**src/hdl/adcscp_defines.svh**
```systemverilog
/*
 * timing counts, field widths and reset values for the serial control
 * port. assumes a 125 MHz system clock sampling the link pins.
 */
`ifndef ADCSCP_DEFINES_SVH
`define ADCSCP_DEFINES_SVH

// ************************************************************
// widths and reset values
// ************************************************************
`define ADCSCP_WORD_W       16
`define ADCSCP_CFG_RESET    16'h0000
`define ADCSCP_FIFO_DEPTH   8

// ************************************************************
// timing
// ************************************************************
`define ADCSCP_CLK_NS       8
`define ADCSCP_CONV_NS      1000
`define ADCSCP_CONV_CYC     ((`ADCSCP_CONV_NS) / (`ADCSCP_CLK_NS))

`endif

```
**src/hdl/adcscp_pkg.sv**
```systemverilog
/*
 * types shared by the serial control port.
 * assumes adcscp_defines.svh is on the include path.
 */
`include "adcscp_defines.svh"

package adcscp_pkg;
   typedef logic [`ADCSCP_WORD_W-1:0] adcscp_word_t;

   typedef enum logic [1:0] {
      ADCSCP_IDLE  = 2'b00,
      ADCSCP_CONV  = 2'b01,
      ADCSCP_SLEEP = 2'b10
   } adcscp_state_e;
endpackage

```
**src/hdl/adcscp_fifo.sv**
```systemverilog
/*
 * small flip-flop fifo with valid/ready on both sides.
 * assumes a single clock and an asynchronous active-high reset.
 */
`timescale 1ns/10ps

module adcscp_fifo #(
   parameter int WIDTH = 16,
   parameter int DEPTH = 8
) (
   // clock and reset
   input  wire logic             clk_in,
   input  wire logic             rst_in,
   // fill side
   input  wire logic             in_valid_in,
   input  wire logic [WIDTH-1:0] in_data_in,
   output logic                  in_ready_out,
   // drain side
   output logic                  out_valid_out,
   output logic [WIDTH-1:0]      out_data_out,
   input  wire logic             out_ready_in
);
   localparam int AW = $clog2(DEPTH);

   logic [WIDTH-1:0] mem_reg [DEPTH];
   logic [AW-1:0]    wr_reg;
   logic [AW-1:0]    rd_reg;
   logic [AW:0]      cnt_reg;
   logic             push;
   logic             pop;

   assign in_ready_out  = (cnt_reg != (AW+1)'(DEPTH));
   assign out_valid_out = (cnt_reg != '0);
   assign out_data_out  = mem_reg[rd_reg];
   assign push          = in_valid_in && in_ready_out;
   assign pop           = out_valid_out && out_ready_in;

   always_ff @(posedge clk_in) begin
      if (push) begin
         mem_reg[wr_reg] <= in_data_in;
      end
   end

   always_ff @(posedge clk_in or posedge rst_in) begin
      if (rst_in) begin
         wr_reg  <= '0;
         rd_reg  <= '0;
         cnt_reg <= '0;
      end else begin
         if (push) begin
            wr_reg <= (wr_reg == AW'(DEPTH-1)) ? '0 : wr_reg + 1'b1;
         end
         if (pop) begin
            rd_reg <= (rd_reg == AW'(DEPTH-1)) ? '0 : rd_reg + 1'b1;
         end
         cnt_reg <= cnt_reg + (AW+1)'(push) - (AW+1)'(pop);
      end
   end

   a_fifo_no_over: assert property (@(posedge clk_in) disable iff (rst_in)
      (cnt_reg == (AW+1)'(DEPTH)) |-> !push)
      else $error("fifo written while full");

endmodule // adcscp_fifo

```
**src/hdl/adcscp_port.sv**
```systemverilog
/*
 * serial control port of a data acquisition converter: configuration
 * shift-in, staged configuration, conversion timing, result shift-out,
 * reset and power-down. assumes all link pins are asynchronous to clk_in
 * and that a conversion result word arrives from the converter core.
 */
// ************************************************************
// Overview of operation
// ************************************************************
// Overview of operation
// RL1: the serial port writes and reads only while select_n is low.
// RL2: the host may tie select_n low or to convert_start on a private bus; the code loads results for shift-out only while select_n is high.
// RL3: a 16-bit configuration word is shifted in on serial clock rises.
// RL4: the staged word becomes active as busy falls at end of conversion.
// RL5: configuration writes are taken both during and after conversion.
// RL6: a rising edge on the reset pin resets the port without the link clock.
// RL7: reset aborts a running conversion and restores the default config.
// RL8: a rising edge on power_down puts the converter into low power.
// RL9: the host holds power_down high until use, then waits 100 ms.
// RL10: the host discards two dummy conversions after that wait.
// RL11: serial data in and out are timed only by the host serial clock.
// RL12: results leave in twos complement, changing on serial clock falls.
// RL13: each rising edge of convert_start begins a conversion; the code ignores rises while converting or in low power.
// RL14: busy stays high for the whole conversion.
// RL15: a shifted word waits in a staging register until end of conversion.
`timescale 1ns/10ps

`include "adcscp_defines.svh"

module adcscp_port
   import adcscp_pkg::*;
(
   // clock and reset
   input  wire logic                      clk_in,
   input  wire logic                      rst_in,
   // link pins
   input  wire logic                      serial_clk_in,
   input  wire logic                      select_n_in,
   input  wire logic                      serial_in_in,
   input  wire logic                      convert_start_in,
   input  wire logic                      reset_pin_in,
   input  wire logic                      power_down_in,
   output logic                           serial_out_out,
   output logic                           serial_out_oe_out,
   output logic                           busy_out,
   // converter core side
   input  wire logic                      result_valid_in,
   input  wire logic [`ADCSCP_WORD_W-1:0] result_in,
   output logic                           result_ready_out,
   output logic [`ADCSCP_WORD_W-1:0]      cfg_out,
   output logic                           low_power_out
);
   localparam int CONV_CYC = `ADCSCP_CONV_CYC;

   // ************************************************************
   // pin synchronisers
   // ************************************************************
   logic [4:0] meta_reg;
   logic [4:0] sync_reg;
   logic [4:0] last_reg;

   always_ff @(posedge clk_in or posedge rst_in) begin
      if (rst_in) begin
         meta_reg <= 5'h1F;
         sync_reg <= 5'h1F;
         last_reg <= 5'h1F;
      end else begin
         meta_reg <= {power_down_in, reset_pin_in, convert_start_in,
                      select_n_in, serial_clk_in};
         sync_reg <= meta_reg;
         last_reg <= sync_reg;
      end
   end

   logic sck_rise;
   logic sck_fall;
   logic sel_active;
   logic conv_rise;
   logic rst_rise;
   logic pwrdn_rise;
   logic din_meta_reg;
   logic din_sync_reg;

   always_ff @(posedge clk_in or posedge rst_in) begin
      if (rst_in) begin
         din_meta_reg <= 1'b0;
         din_sync_reg <= 1'b0;
      end else begin
         din_meta_reg <= serial_in_in;
         din_sync_reg <= din_meta_reg;
      end
   end

   // RL11 edges of host clock
   assign sck_rise   = sync_reg[0] && !last_reg[0];
   assign sck_fall   = !sync_reg[0] && last_reg[0];
   // RL1 select gating
   assign sel_active = !sync_reg[1];
   assign conv_rise  = sync_reg[2] && !last_reg[2];
   // RL6 reset pin edge
   assign rst_rise   = sync_reg[3] && !last_reg[3];
   assign pwrdn_rise = sync_reg[4] && !last_reg[4];

   // ************************************************************
   // conversion state machine
   // ************************************************************
   adcscp_state_e state_reg;
   logic [$clog2(CONV_CYC+1)-1:0] conv_cnt_reg;
   logic eoc;

   assign eoc = (state_reg == ADCSCP_CONV) && (conv_cnt_reg == '0);

   always_ff @(posedge clk_in or posedge rst_in) begin
      if (rst_in) begin
         state_reg    <= ADCSCP_IDLE;
         conv_cnt_reg <= '0;
      end else if (rst_rise) begin
         // RL7 abort conversion
         state_reg    <= ADCSCP_IDLE;
         conv_cnt_reg <= '0;
      end else if (pwrdn_rise) begin
         // RL8 enter low power
         state_reg <= ADCSCP_SLEEP;
      end else begin
         case (state_reg)
            ADCSCP_IDLE: begin
               // RL13 start on rise
               if (conv_rise) begin
                  state_reg    <= ADCSCP_CONV;
                  conv_cnt_reg <= ($bits(conv_cnt_reg))'(CONV_CYC - 1);
               end
            end
            ADCSCP_CONV: begin
               if (eoc) begin
                  state_reg <= ADCSCP_IDLE;
               end else begin
                  conv_cnt_reg <= conv_cnt_reg - 1'b1;
               end
            end
            ADCSCP_SLEEP: begin
               if (!sync_reg[4]) begin
                  state_reg <= ADCSCP_IDLE;
               end
            end
            default: begin
               state_reg <= ADCSCP_IDLE;
            end
         endcase
      end
   end

   // RL14 busy during conversion
   always_ff @(posedge clk_in or posedge rst_in) begin
      if (rst_in) begin
         busy_out <= 1'b0;
      end else begin
         busy_out <= (state_reg == ADCSCP_CONV) && !eoc && !rst_rise
                     && !pwrdn_rise || (state_reg == ADCSCP_IDLE)
                     && conv_rise && !rst_rise && !pwrdn_rise;
      end
   end

   always_ff @(posedge clk_in or posedge rst_in) begin
      if (rst_in) begin
         low_power_out <= 1'b0;
      end else begin
         low_power_out <= (state_reg == ADCSCP_SLEEP) || pwrdn_rise;
      end
   end

   // ************************************************************
   // configuration shift-in and staging
   // ************************************************************
   adcscp_word_t shift_reg;
   adcscp_word_t stage_reg;
   logic [4:0]   bit_cnt_reg;
   logic         stage_full_reg;
   logic         word_done;

   assign word_done = sel_active && sck_rise
                      && (bit_cnt_reg == 5'(`ADCSCP_WORD_W - 1));

   always_ff @(posedge clk_in or posedge rst_in) begin
      if (rst_in) begin
         shift_reg   <= '0;
         bit_cnt_reg <= '0;
         stage_reg   <= `ADCSCP_CFG_RESET;
      end else if (rst_rise) begin
         bit_cnt_reg <= '0;
      end else if (!sel_active) begin
         bit_cnt_reg <= '0;
      end else if (sck_rise) begin
         // RL3 sample on rise
         // RL5 any conversion phase
         shift_reg <= {shift_reg[`ADCSCP_WORD_W-2:0], din_sync_reg};
         if (word_done) begin
            // RL15 stage full word
            stage_reg   <= {shift_reg[`ADCSCP_WORD_W-2:0], din_sync_reg};
            bit_cnt_reg <= '0;
         end else begin
            bit_cnt_reg <= bit_cnt_reg + 1'b1;
         end
      end
   end

   // pending flag: a word finishing in the eoc cycle wins over the clear
   always_ff @(posedge clk_in or posedge rst_in) begin
      if (rst_in) begin
         stage_full_reg <= 1'b0;
      end else if (rst_rise) begin
         stage_full_reg <= 1'b0;
      end else if (word_done) begin
         stage_full_reg <= 1'b1;
      end else if (eoc) begin
         stage_full_reg <= 1'b0;
      end
   end

   always_ff @(posedge clk_in or posedge rst_in) begin
      if (rst_in) begin
         cfg_out <= `ADCSCP_CFG_RESET;
      end else if (rst_rise) begin
         // RL7 default config
         cfg_out <= `ADCSCP_CFG_RESET;
      end else if (eoc && stage_full_reg) begin
         // RL4 apply at busy fall
         cfg_out <= stage_reg;
      end
   end

   // ************************************************************
   // result path
   // ************************************************************
   logic         fifo_valid;
   adcscp_word_t fifo_data;
   logic         fifo_ready;
   logic         fifo_in_ready;
   adcscp_word_t out_reg;
   logic [4:0]   out_cnt_reg;

   adcscp_fifo #(
      .WIDTH (`ADCSCP_WORD_W),
      .DEPTH (`ADCSCP_FIFO_DEPTH)
   ) u_fifo (
      .clk_in        (clk_in),
      .rst_in        (rst_in),
      .in_valid_in   (result_valid_in),
      .in_data_in    (result_in),
      .in_ready_out  (fifo_in_ready),
      .out_valid_out (fifo_valid),
      .out_data_out  (fifo_data),
      .out_ready_in  (fifo_ready)
   );

   assign fifo_ready = (out_cnt_reg == '0) && !sel_active;

   always_ff @(posedge clk_in or posedge rst_in) begin
      if (rst_in) begin
         result_ready_out <= 1'b0;
      end else begin
         result_ready_out <= fifo_in_ready;
      end
   end

   always_ff @(posedge clk_in or posedge rst_in) begin
      if (rst_in) begin
         out_reg     <= '0;
         out_cnt_reg <= '0;
      end else if (fifo_valid && fifo_ready) begin
         out_reg     <= fifo_data;
         out_cnt_reg <= 5'(`ADCSCP_WORD_W);
      end else if (sel_active && sck_fall && out_cnt_reg != '0) begin
         // RL12 change on fall
         out_reg     <= {out_reg[`ADCSCP_WORD_W-2:0], 1'b0};
         out_cnt_reg <= out_cnt_reg - 1'b1;
      end
   end

   always_ff @(posedge clk_in or posedge rst_in) begin
      if (rst_in) begin
         serial_out_out    <= 1'b0;
         serial_out_oe_out <= 1'b0;
      end else begin
         // RL12 msb first twos complement
         serial_out_out    <= out_reg[`ADCSCP_WORD_W-1];
         // RL1 drive only when selected
         serial_out_oe_out <= sel_active;
      end
   end

   // ************************************************************
   // checks
   // ************************************************************
   a_busy_length: assert property (@(posedge clk_in) disable iff (rst_in)
      $rose(busy_out) |-> busy_out [*8]) // RL14
      else $error("busy dropped too early");

   a_cfg_hold: assert property (@(posedge clk_in) disable iff (rst_in)
      !eoc && !rst_rise |=> $stable(cfg_out)) // RL15
      else $error("config changed outside end of conversion");

   a_cfg_apply: assert property (@(posedge clk_in) disable iff (rst_in)
      eoc && stage_full_reg && !rst_rise |=> cfg_out == $past(stage_reg)) // RL4
      else $error("staged config not applied");

   a_reset_pin: assert property (@(posedge clk_in) disable iff (rst_in)
      rst_rise |=> !busy_out && cfg_out == `ADCSCP_CFG_RESET) // RL7
      else $error("reset pin did not abort");

   a_conv_start: assert property (@(posedge clk_in) disable iff (rst_in)
      state_reg == ADCSCP_IDLE && conv_rise && !rst_rise && !pwrdn_rise
      |=> busy_out) // RL13
      else $error("conversion did not start");

   a_power_down: assert property (@(posedge clk_in) disable iff (rst_in)
      pwrdn_rise |=> low_power_out) // RL8
      else $error("power down not entered");

   a_sel_oe: assert property (@(posedge clk_in) disable iff (rst_in)
      sync_reg[1] |=> !serial_out_oe_out) // RL1
      else $error("output driven while deselected");

   a_shift_gate: assert property (@(posedge clk_in) disable iff (rst_in)
      !sel_active && !rst_rise |=> bit_cnt_reg == '0) // RL1
      else $error("shift counted while deselected");

endmodule // adcscp_port

```
**config.mk**
```make
export PLATFORM = sky130hd
export DESIGN_NAME = adcscp_port
export DESIGN_NICKNAME = d
export VERILOG_FILES = /design/src/hdl/adcscp_pkg.sv /design/src/hdl/adcscp_fifo.sv /design/src/hdl/adcscp_port.sv
export VERILOG_INCLUDE_DIRS = /design/src /design/src/hdl
export SDC_FILE = /design/constraint.sdc
export NUM_CORES = 1
export LEC_CHECK = 0
export BUFFER_PORTS_ARGS = -buffer_cell sky130_fd_sc_hd__buf_2
export CAP_MARGIN = 20
export CORE_MARGIN = 3
export CORE_UTILIZATION = 55
export DETAILED_ROUTE_END_ITERATION = 6
export PLACE_DENSITY = 0.73
export SLEW_MARGIN = 20
export SYNTH_ARGS = -nofsm -noshare
export SYNTH_HDL_FRONTEND = slang
export SYNTH_HIERARCHICAL = 1
export SYNTH_SLANG_ARGS = --single-unit
```
**constraint.sdc**
```tcl
create_clock -name clk_in -period 4.2 [get_ports clk_in]
set_input_delay 0.84 -clock clk_in [delete_from_list [all_inputs] [get_ports clk_in]]
set_output_delay 0.84 -clock clk_in [all_outputs]
set_load 0.02 [all_outputs]
```
==> results.yml, run 1 <==
finish:
  fill_cells: 1148
  antenna_cells: 0
  final_nets: 667
  fin_cells: 866
  multiInputGateArea_um2: 2799
  largest_register_ffs: 128
  finish.utilization: 0.6529
  layout-drive-gt1-share: 0.2864
  seqCellArea_um2: 6715
  syn2layout_area_growth_pct: 13.86
synthesis:
  synth_cell_type_count: 48
  synth_fa_ha_area_frac: 0.02010
  synth-compound-area-share: 0.05102
  muxShareOfSynthArea: 0.1515
  synth_top_area_share: 0.3958
  ys_seq_area_frac: 0.6914
  yosys_register_bits: 242
  synthCells: 568
  synth_area_um2: 9711
  synth_xor_area_frac: 0.006314
  synth_nets: 608
  synth_top_family_by_area: "multiplexers"
  synth_warnings: 6
  yosysTopAreaCell: "edfxtp_1"
  synthSimpleGateAreaFrac: 0.05553
  avgSynthCellArea_um2: 17.10
  yosys-top-cells-area: "edfxtp_1 40%, dfrtp_1 26%, mux4_1 7.8%, mux2_2 5.2%, dfstp_2 3.8%"
global_route:
  busiest_layer: "met2"
  met2_usage: 0.2912
  met1_usage: 0.2395
  grt_overflow: 0
  met3_usage: 0.03138
  grt_pass1_vias: 5170
  grt_max_degree: 67
  grtUsageTotal: 0.1753
  antenna_found_initial: 0
  grt_first_pass_wirelength_um: 27620
die:
  initial_core_util: 0.5734
  row_count: 47
  core_area_um2: 16940
  chipWidth_um: 138.9
  die_h_um: 138.9
  dieArea_um2: 19290
  io_pins: 46
timing:
  fin_crit_ns: 2.521
  slew-limit-headroom: 0.4379
  fin_crit_sh: 0.6001
  timing.setup.tns_ns: 0
  clock.fmax_mhz: 396.7
  whs_ns: 0.3112
  slew_viol_final: 0
  hold_violations: 0
  skew_ns: 0.02795
  rsz0062_at_grt: "no"
  setup_viol: 0
  max_slew.worst_pin.slew_ns: 0.8431
clock_network:
  cts.reportedPaths.clkPinSlew_ns: 0.06
  cts_buffer_depth: 3
  cts_sinks: 242
  clock_latency_ns: 0.53
  cts_root_buffer: "clkbuf_16"
  cts_setup_buffers: 0
  cts_buffers: 25
  hold_buffers: 0
  h-tree-depth: 1
  cts_tree: "built"
  cts_resized: 0
power_and_ir_drop:
  leakage_nw: 4.503
  vdd_ir_drop_max_mv: 0.4358
  p_per_area_nw_per_um2: 626.9
drt:
  drtPass1Iterations: 4
  vias_per_cell: 5.751
  wire_per_inst_um: 19.19
  vias: 4980
  antenna_left: 0
  routed_wl_um: 16620
  drc_errors: 0
  drt_iter0_drc: 234
placed_design:
  dp.cells: 820
  hpwl_um: 10050
  port-buffer-count: 45
  place_congestion: 0.7673
critical_path:
  cp.arrival_ns: 2.91
  slowest_delay_ns: 0.48
  critPathSlowestCell: "or3b_2"
  reg2reg_setup_slack_ns: 1.68
  crit_type: "reg -> reg"
  worstPathCellList: "inv_1 -> ha_1 -> or3b_2 -> nand2_1 -> inv_1 -> ha_1 -> inv_1 -> ha_1 -> fa_1 -> xor2_1"
  worstSetupEndpointType: "flop"
  start_kind: "flop"
  crit_fanout: 4
  worstPathRequired_ns: 4.59
worst_hold_path:
  hp-class: "in -> async"
status:
  outcome: "finished, final reports clean"
run:
  cap_violations: 0
final timing paths:
kind / start / endpoint / depth (start not counted)
worst min register to register: din_meta_reg / din_sync_reg / 0
worst max register to register: u_fifo/cnt_reg[2] / u_fifo/cnt_reg[2] / 10
max in group asynchronous: rst_in / sync_reg[1] / 3
min in group clk_in: din_meta_reg / din_sync_reg / 0
worst max-delay path: u_fifo/cnt_reg[2] / u_fifo/cnt_reg[2] / 10
worst min-delay path: rst_in / u_fifo/wr_reg[0] / 2
cells in the mapped netlist, drive strengths merged:
master	count
a311oi	3
dfstp	14
edfxtp	128
a21o	2
or4	1
o31a	1
xnor2	3
or3b	3
nand2	30
and3	6
nor4	2
mux2	54
o21a	1
a211oi	4
xor2	4
inv	14
o21ai	3
buf	19
clkbuf	6
a22o	18
fa	1
and4	1
ha	14
nor3	12
a21oi	34
nor2	25
dfrtp	100
nand3	5
nand4	1
nand2b	7
mux4	32
o31ai	2
nor2b	5
nor4b	2
and2	1
a31oi	6
a22oi	1
or3	3
critical path, delay by kind of cell (launching register included):
| family | cells | cell delay, ns |
|---|---|---|
| buf+inv | 3 | 0.22 |
| xor+xnor | 1 | 0.15 |
| flops | 1 | 0.36 |
| fa+ha+maj | 4 | 1.00 |
| simple gates | 2 | 0.67 |
layout make-up:
type                    count  share of cell area
flip-flops and latches    242              0.6073
multi-input cells         287              0.2531
clock buffers              31             0.06145
repair buffers             57             0.02852
well taps                 220             0.02490
clock inverters            15             0.01969
inverters                  14            0.004979
stage by stage:
step	total power [mW]	area [um2]	setup slack, ns
finish	6.931	11060	1.679
detailed placement	4.622	10150	1.684
CTS	7.013	11050	1.675
global route	7.279	11060	1.602
global placement	4.532	10150	1.796
floorplan	4.251	9711	0.6510
cells in the final DEF, fill, tap and decap left out, drive strengths merged, types with 4 or more instances in the layout:
master  instances
a211oi          4
a21oi          34
a22o           18
a31oi           6
and3            6
buf            57
bufinv          5
clkbuf         31
clkinv          8
dfrtp         100
dfstp          14
edfxtp        128
ha             14
inv            15
mux2           54
mux4           32
nand2          30
nand2b          7
nand3           5
nor2           25
nor2b           5
nor3           12
xor2            4
power breakdown:
part           internal [mW]  switching, mW  total, mW
Sequential              2.92          0.281       3.20
Combinational          0.691          0.688       1.38
Clock                   1.46          0.888       2.35
metal layers:
metal  part of all wire  routed length [um]
met2               0.49                8084
met4              0.027                 456
met5                  0                   0
met1               0.44                7355
met3              0.043                 718
logic make-up after synthesis:
group	after synthesis
adder cells (fa/ha/maj)	15
buffers and inverters	39
XOR/XNOR	7
flip-flops	242
multiplexers	86
AO/OA/AOI/OAI	75
AND/OR/NAND/NOR	104
No activity file was read; power rests on OpenSTA's default activity.
==> inputs of run 2 (changes only) <==
--- a/config.mk
+++ b/config.mk
@@ -11,7 +11,7 @@
 export CORE_MARGIN = 3
 export CORE_UTILIZATION = 55
 export DETAILED_ROUTE_END_ITERATION = 6
-export PLACE_DENSITY = 0.73
+export PLACE_DENSITY = 0.75
 export SLEW_MARGIN = 20
 export SYNTH_ARGS = -nofsm -noshare
 export SYNTH_HDL_FRONTEND = slang
==> constraint.sdc (replaced) <==
create_clock -name clk_in -period 2.3 [get_ports clk_in]
set_input_delay 0.46 -clock clk_in [delete_from_list [all_inputs] [get_ports clk_in]]
set_output_delay 0.46 -clock clk_in [all_outputs]
set_load 0.02 [all_outputs]
==> run 2 against run 1 <==
Against the previous run: design area rose by 1.1%; flip-flop and latch count did not move; global-route usage rose by 0.85 points; clock power rose by 60%; sequential share of layout area fell by 0.68 points; maximum frequency rose by 15%.
==> results.yml, run 2 (synthesis gave the netlist of run 1 again) <==
status:
  outcome: "finished, final reports clean"
timing:
  slew-limit-headroom: 0.4334
  clock.fmax_mhz: 456.5
  setup_ws_ns: 0.1094
  hold_violations: 0
  fin_crit_ns: 2.191
  fin_crit_sh: 0.9524
  setup_viol: 0
  skew_ns: 0.01556
  slew_viol_final: 0
  rsz0062_at_grt: "no"
  timing.setup.tns_ns: 0
  max_slew.worst_pin.slew_ns: 0.8499
clock_network:
  h-tree-depth: 1
  cts.reportedPaths.clkPinSlew_ns: 0.06
  cts_buffer_depth: 3
  cts_sinks: 242
  cts_tree: "built"
  cts_buffers: 24
  clock_latency_ns: 0.51
  cts_root_buffer: "clkbuf_16"
finish:
  syn2layout_area_growth_pct: 15.13
  final_cell_mix: "128 x edfxtp_1, 100 x dfrtp_1, 45 x mux2_2, 45 x buf_2, 32 x a21oi_1"
  largest_register_ffs: 128
  final_nets: 682
  layout-drive-gt1-share: 0.3106
  antenna_cells: 0
  final_common_cell: "edfxtp_1"
  fin_cells: 880
  finish.utilization: 0.6601
  final_cell_area_um2: 11180
drt:
  vias: 5060
  vias_per_cell: 5.750
  drtPass1Iterations: 4
  drc_errors: 0
  antenna_left: 0
  drt_iter0_drc: 215
  routed_wl_um: 17250
  wire_per_inst_um: 19.60
critical_path:
  slowest_delay_ns: 0.39
  critical_path_buf_inv_count: 3
  worstSetupEndpointType: "flop"
  worstPathCellList: "inv_1 -> ha_1 -> or3b_4 -> nand2_2 -> inv_1 -> ha_1 -> inv_1 -> ha_4 -> fa_2 -> xor2_1"
  cp.arrival_ns: 2.58
  worstSetupPathDepth: 10
  worstPathRequired_ns: 2.69
  crit_type: "reg -> reg"
  start_kind: "flop"
  cpMostUsedCell: "inv_1"
  critPathSlowestCell: "dfrtp_1"
  crit_fanout: 2
  crit_family: "adder cells"
  reg2regPathDepth: 10
run:
  cap_violations: 0
global_route:
  met1_usage: 0.2396
  grtUsageTotal: 0.1839
  met2_usage: 0.3219
  grt_pass1_vias: 5425
  antenna_found_initial: 0
  busiest_layer: "met2"
  grt_max_degree: 36
  grt_first_pass_wirelength_um: 28690
  met3_usage: 0.03448
  grt_overflow: 0
worst_hold_path:
  hold_depth: 1
  hp-class: "in -> reg"
die:
  row_count: 47
  initial_core_util: 0.5734
  chipWidth_um: 138.9
  core_area_um2: 16940
  io_pins: 46
  dieArea_um2: 19290
  die_h_um: 138.9
power_and_ir_drop:
  p_per_area_nw_per_um2: 1104
  leakage_nw: 4.540
  vdd_ir_drop_max_mv: 0.6771
placed_design:
  port-buffer-count: 45
  place_congestion: 0.7696
  post-place-ws_ns: -0.08714
  postPlaceCellArea_um2: 10330
  dp.cells: 834
  hpwl_um: 10910
[run 2: changes by cell type in the layout (fill, tap and decap cells not counted), moves of 3 or more]
cell	change
buf_4	+10
buf_12	+5
bufinv_16	-4
clkbuf_8	+4
inv_1	-3
inv_2	+3
[run 2: final timing paths]
path | from | end | slack [ns]
max | u_fifo/cnt_reg[3] | u_fifo/cnt_reg[2] | 0.11
min | convert_start_in | meta_reg[2] | 0.05
max reg2reg | u_fifo/cnt_reg[3] | u_fifo/cnt_reg[2] | 0.11
min reg2reg | din_meta_reg | din_sync_reg | 0.35
max in group asynchronous | rst_in | last_reg[2] | 1.06
min in group asynchronous | rst_in | u_fifo/wr_reg[0] | 0.50
[run 2: cell type report]
type | count | area, um2
Clock buffer | 35 | 691.9
Tap cell | 220 | 275.3
Clock inverter | 9 | 83.83
Fill cell | 1162 | 5757
Sequential cell | 242 | 6714
Multi-Input combinational cell | 287 | 2858
Inverter | 14 | 56.30
Timing Repair Buffer | 73 | 500.5
[run 2: metrics by stage]
| step | hold WS [ns] | power, mW |
|---|---|---|
| after CTS | 0.03454 | 12.41 |
| after detailed placement | 0.3356 | 8.611 |
| after global routing | 0.02810 | 12.98 |
| final | 0.05075 | 12.34 |
| after floorplan | 0.3002 | 7.775 |
| after global placement | 0.3469 | 8.404 |
[run 2: power breakdown]
group | leakage (nW) | total (mW) | internal [mW] | switching [mW]
clock network | 0.375 | 3.75 | 2.20 | 1.55
registers | 2.61 | 5.82 | 5.33 | 0.483
logic | 1.55 | 2.77 | 1.41 | 1.36
[run 2: what timing repair did]
action,4_1_cts,5_1_grt
setup buffers,0,1
pin swaps,0,3
endpoints found under the setup margin,2,18
resized for setup,4,8
hold buffers,1,0
endpoints found under the hold margin,10,0
[run 2: layer usage]
metal | vias to the layer above | wire, um
met5 | - | 0
met2 | 119 | 9018
met1 | 2588 | 7131
met3 | 27 | 705
li1 | 2326 | -
met4 | 0 | 393
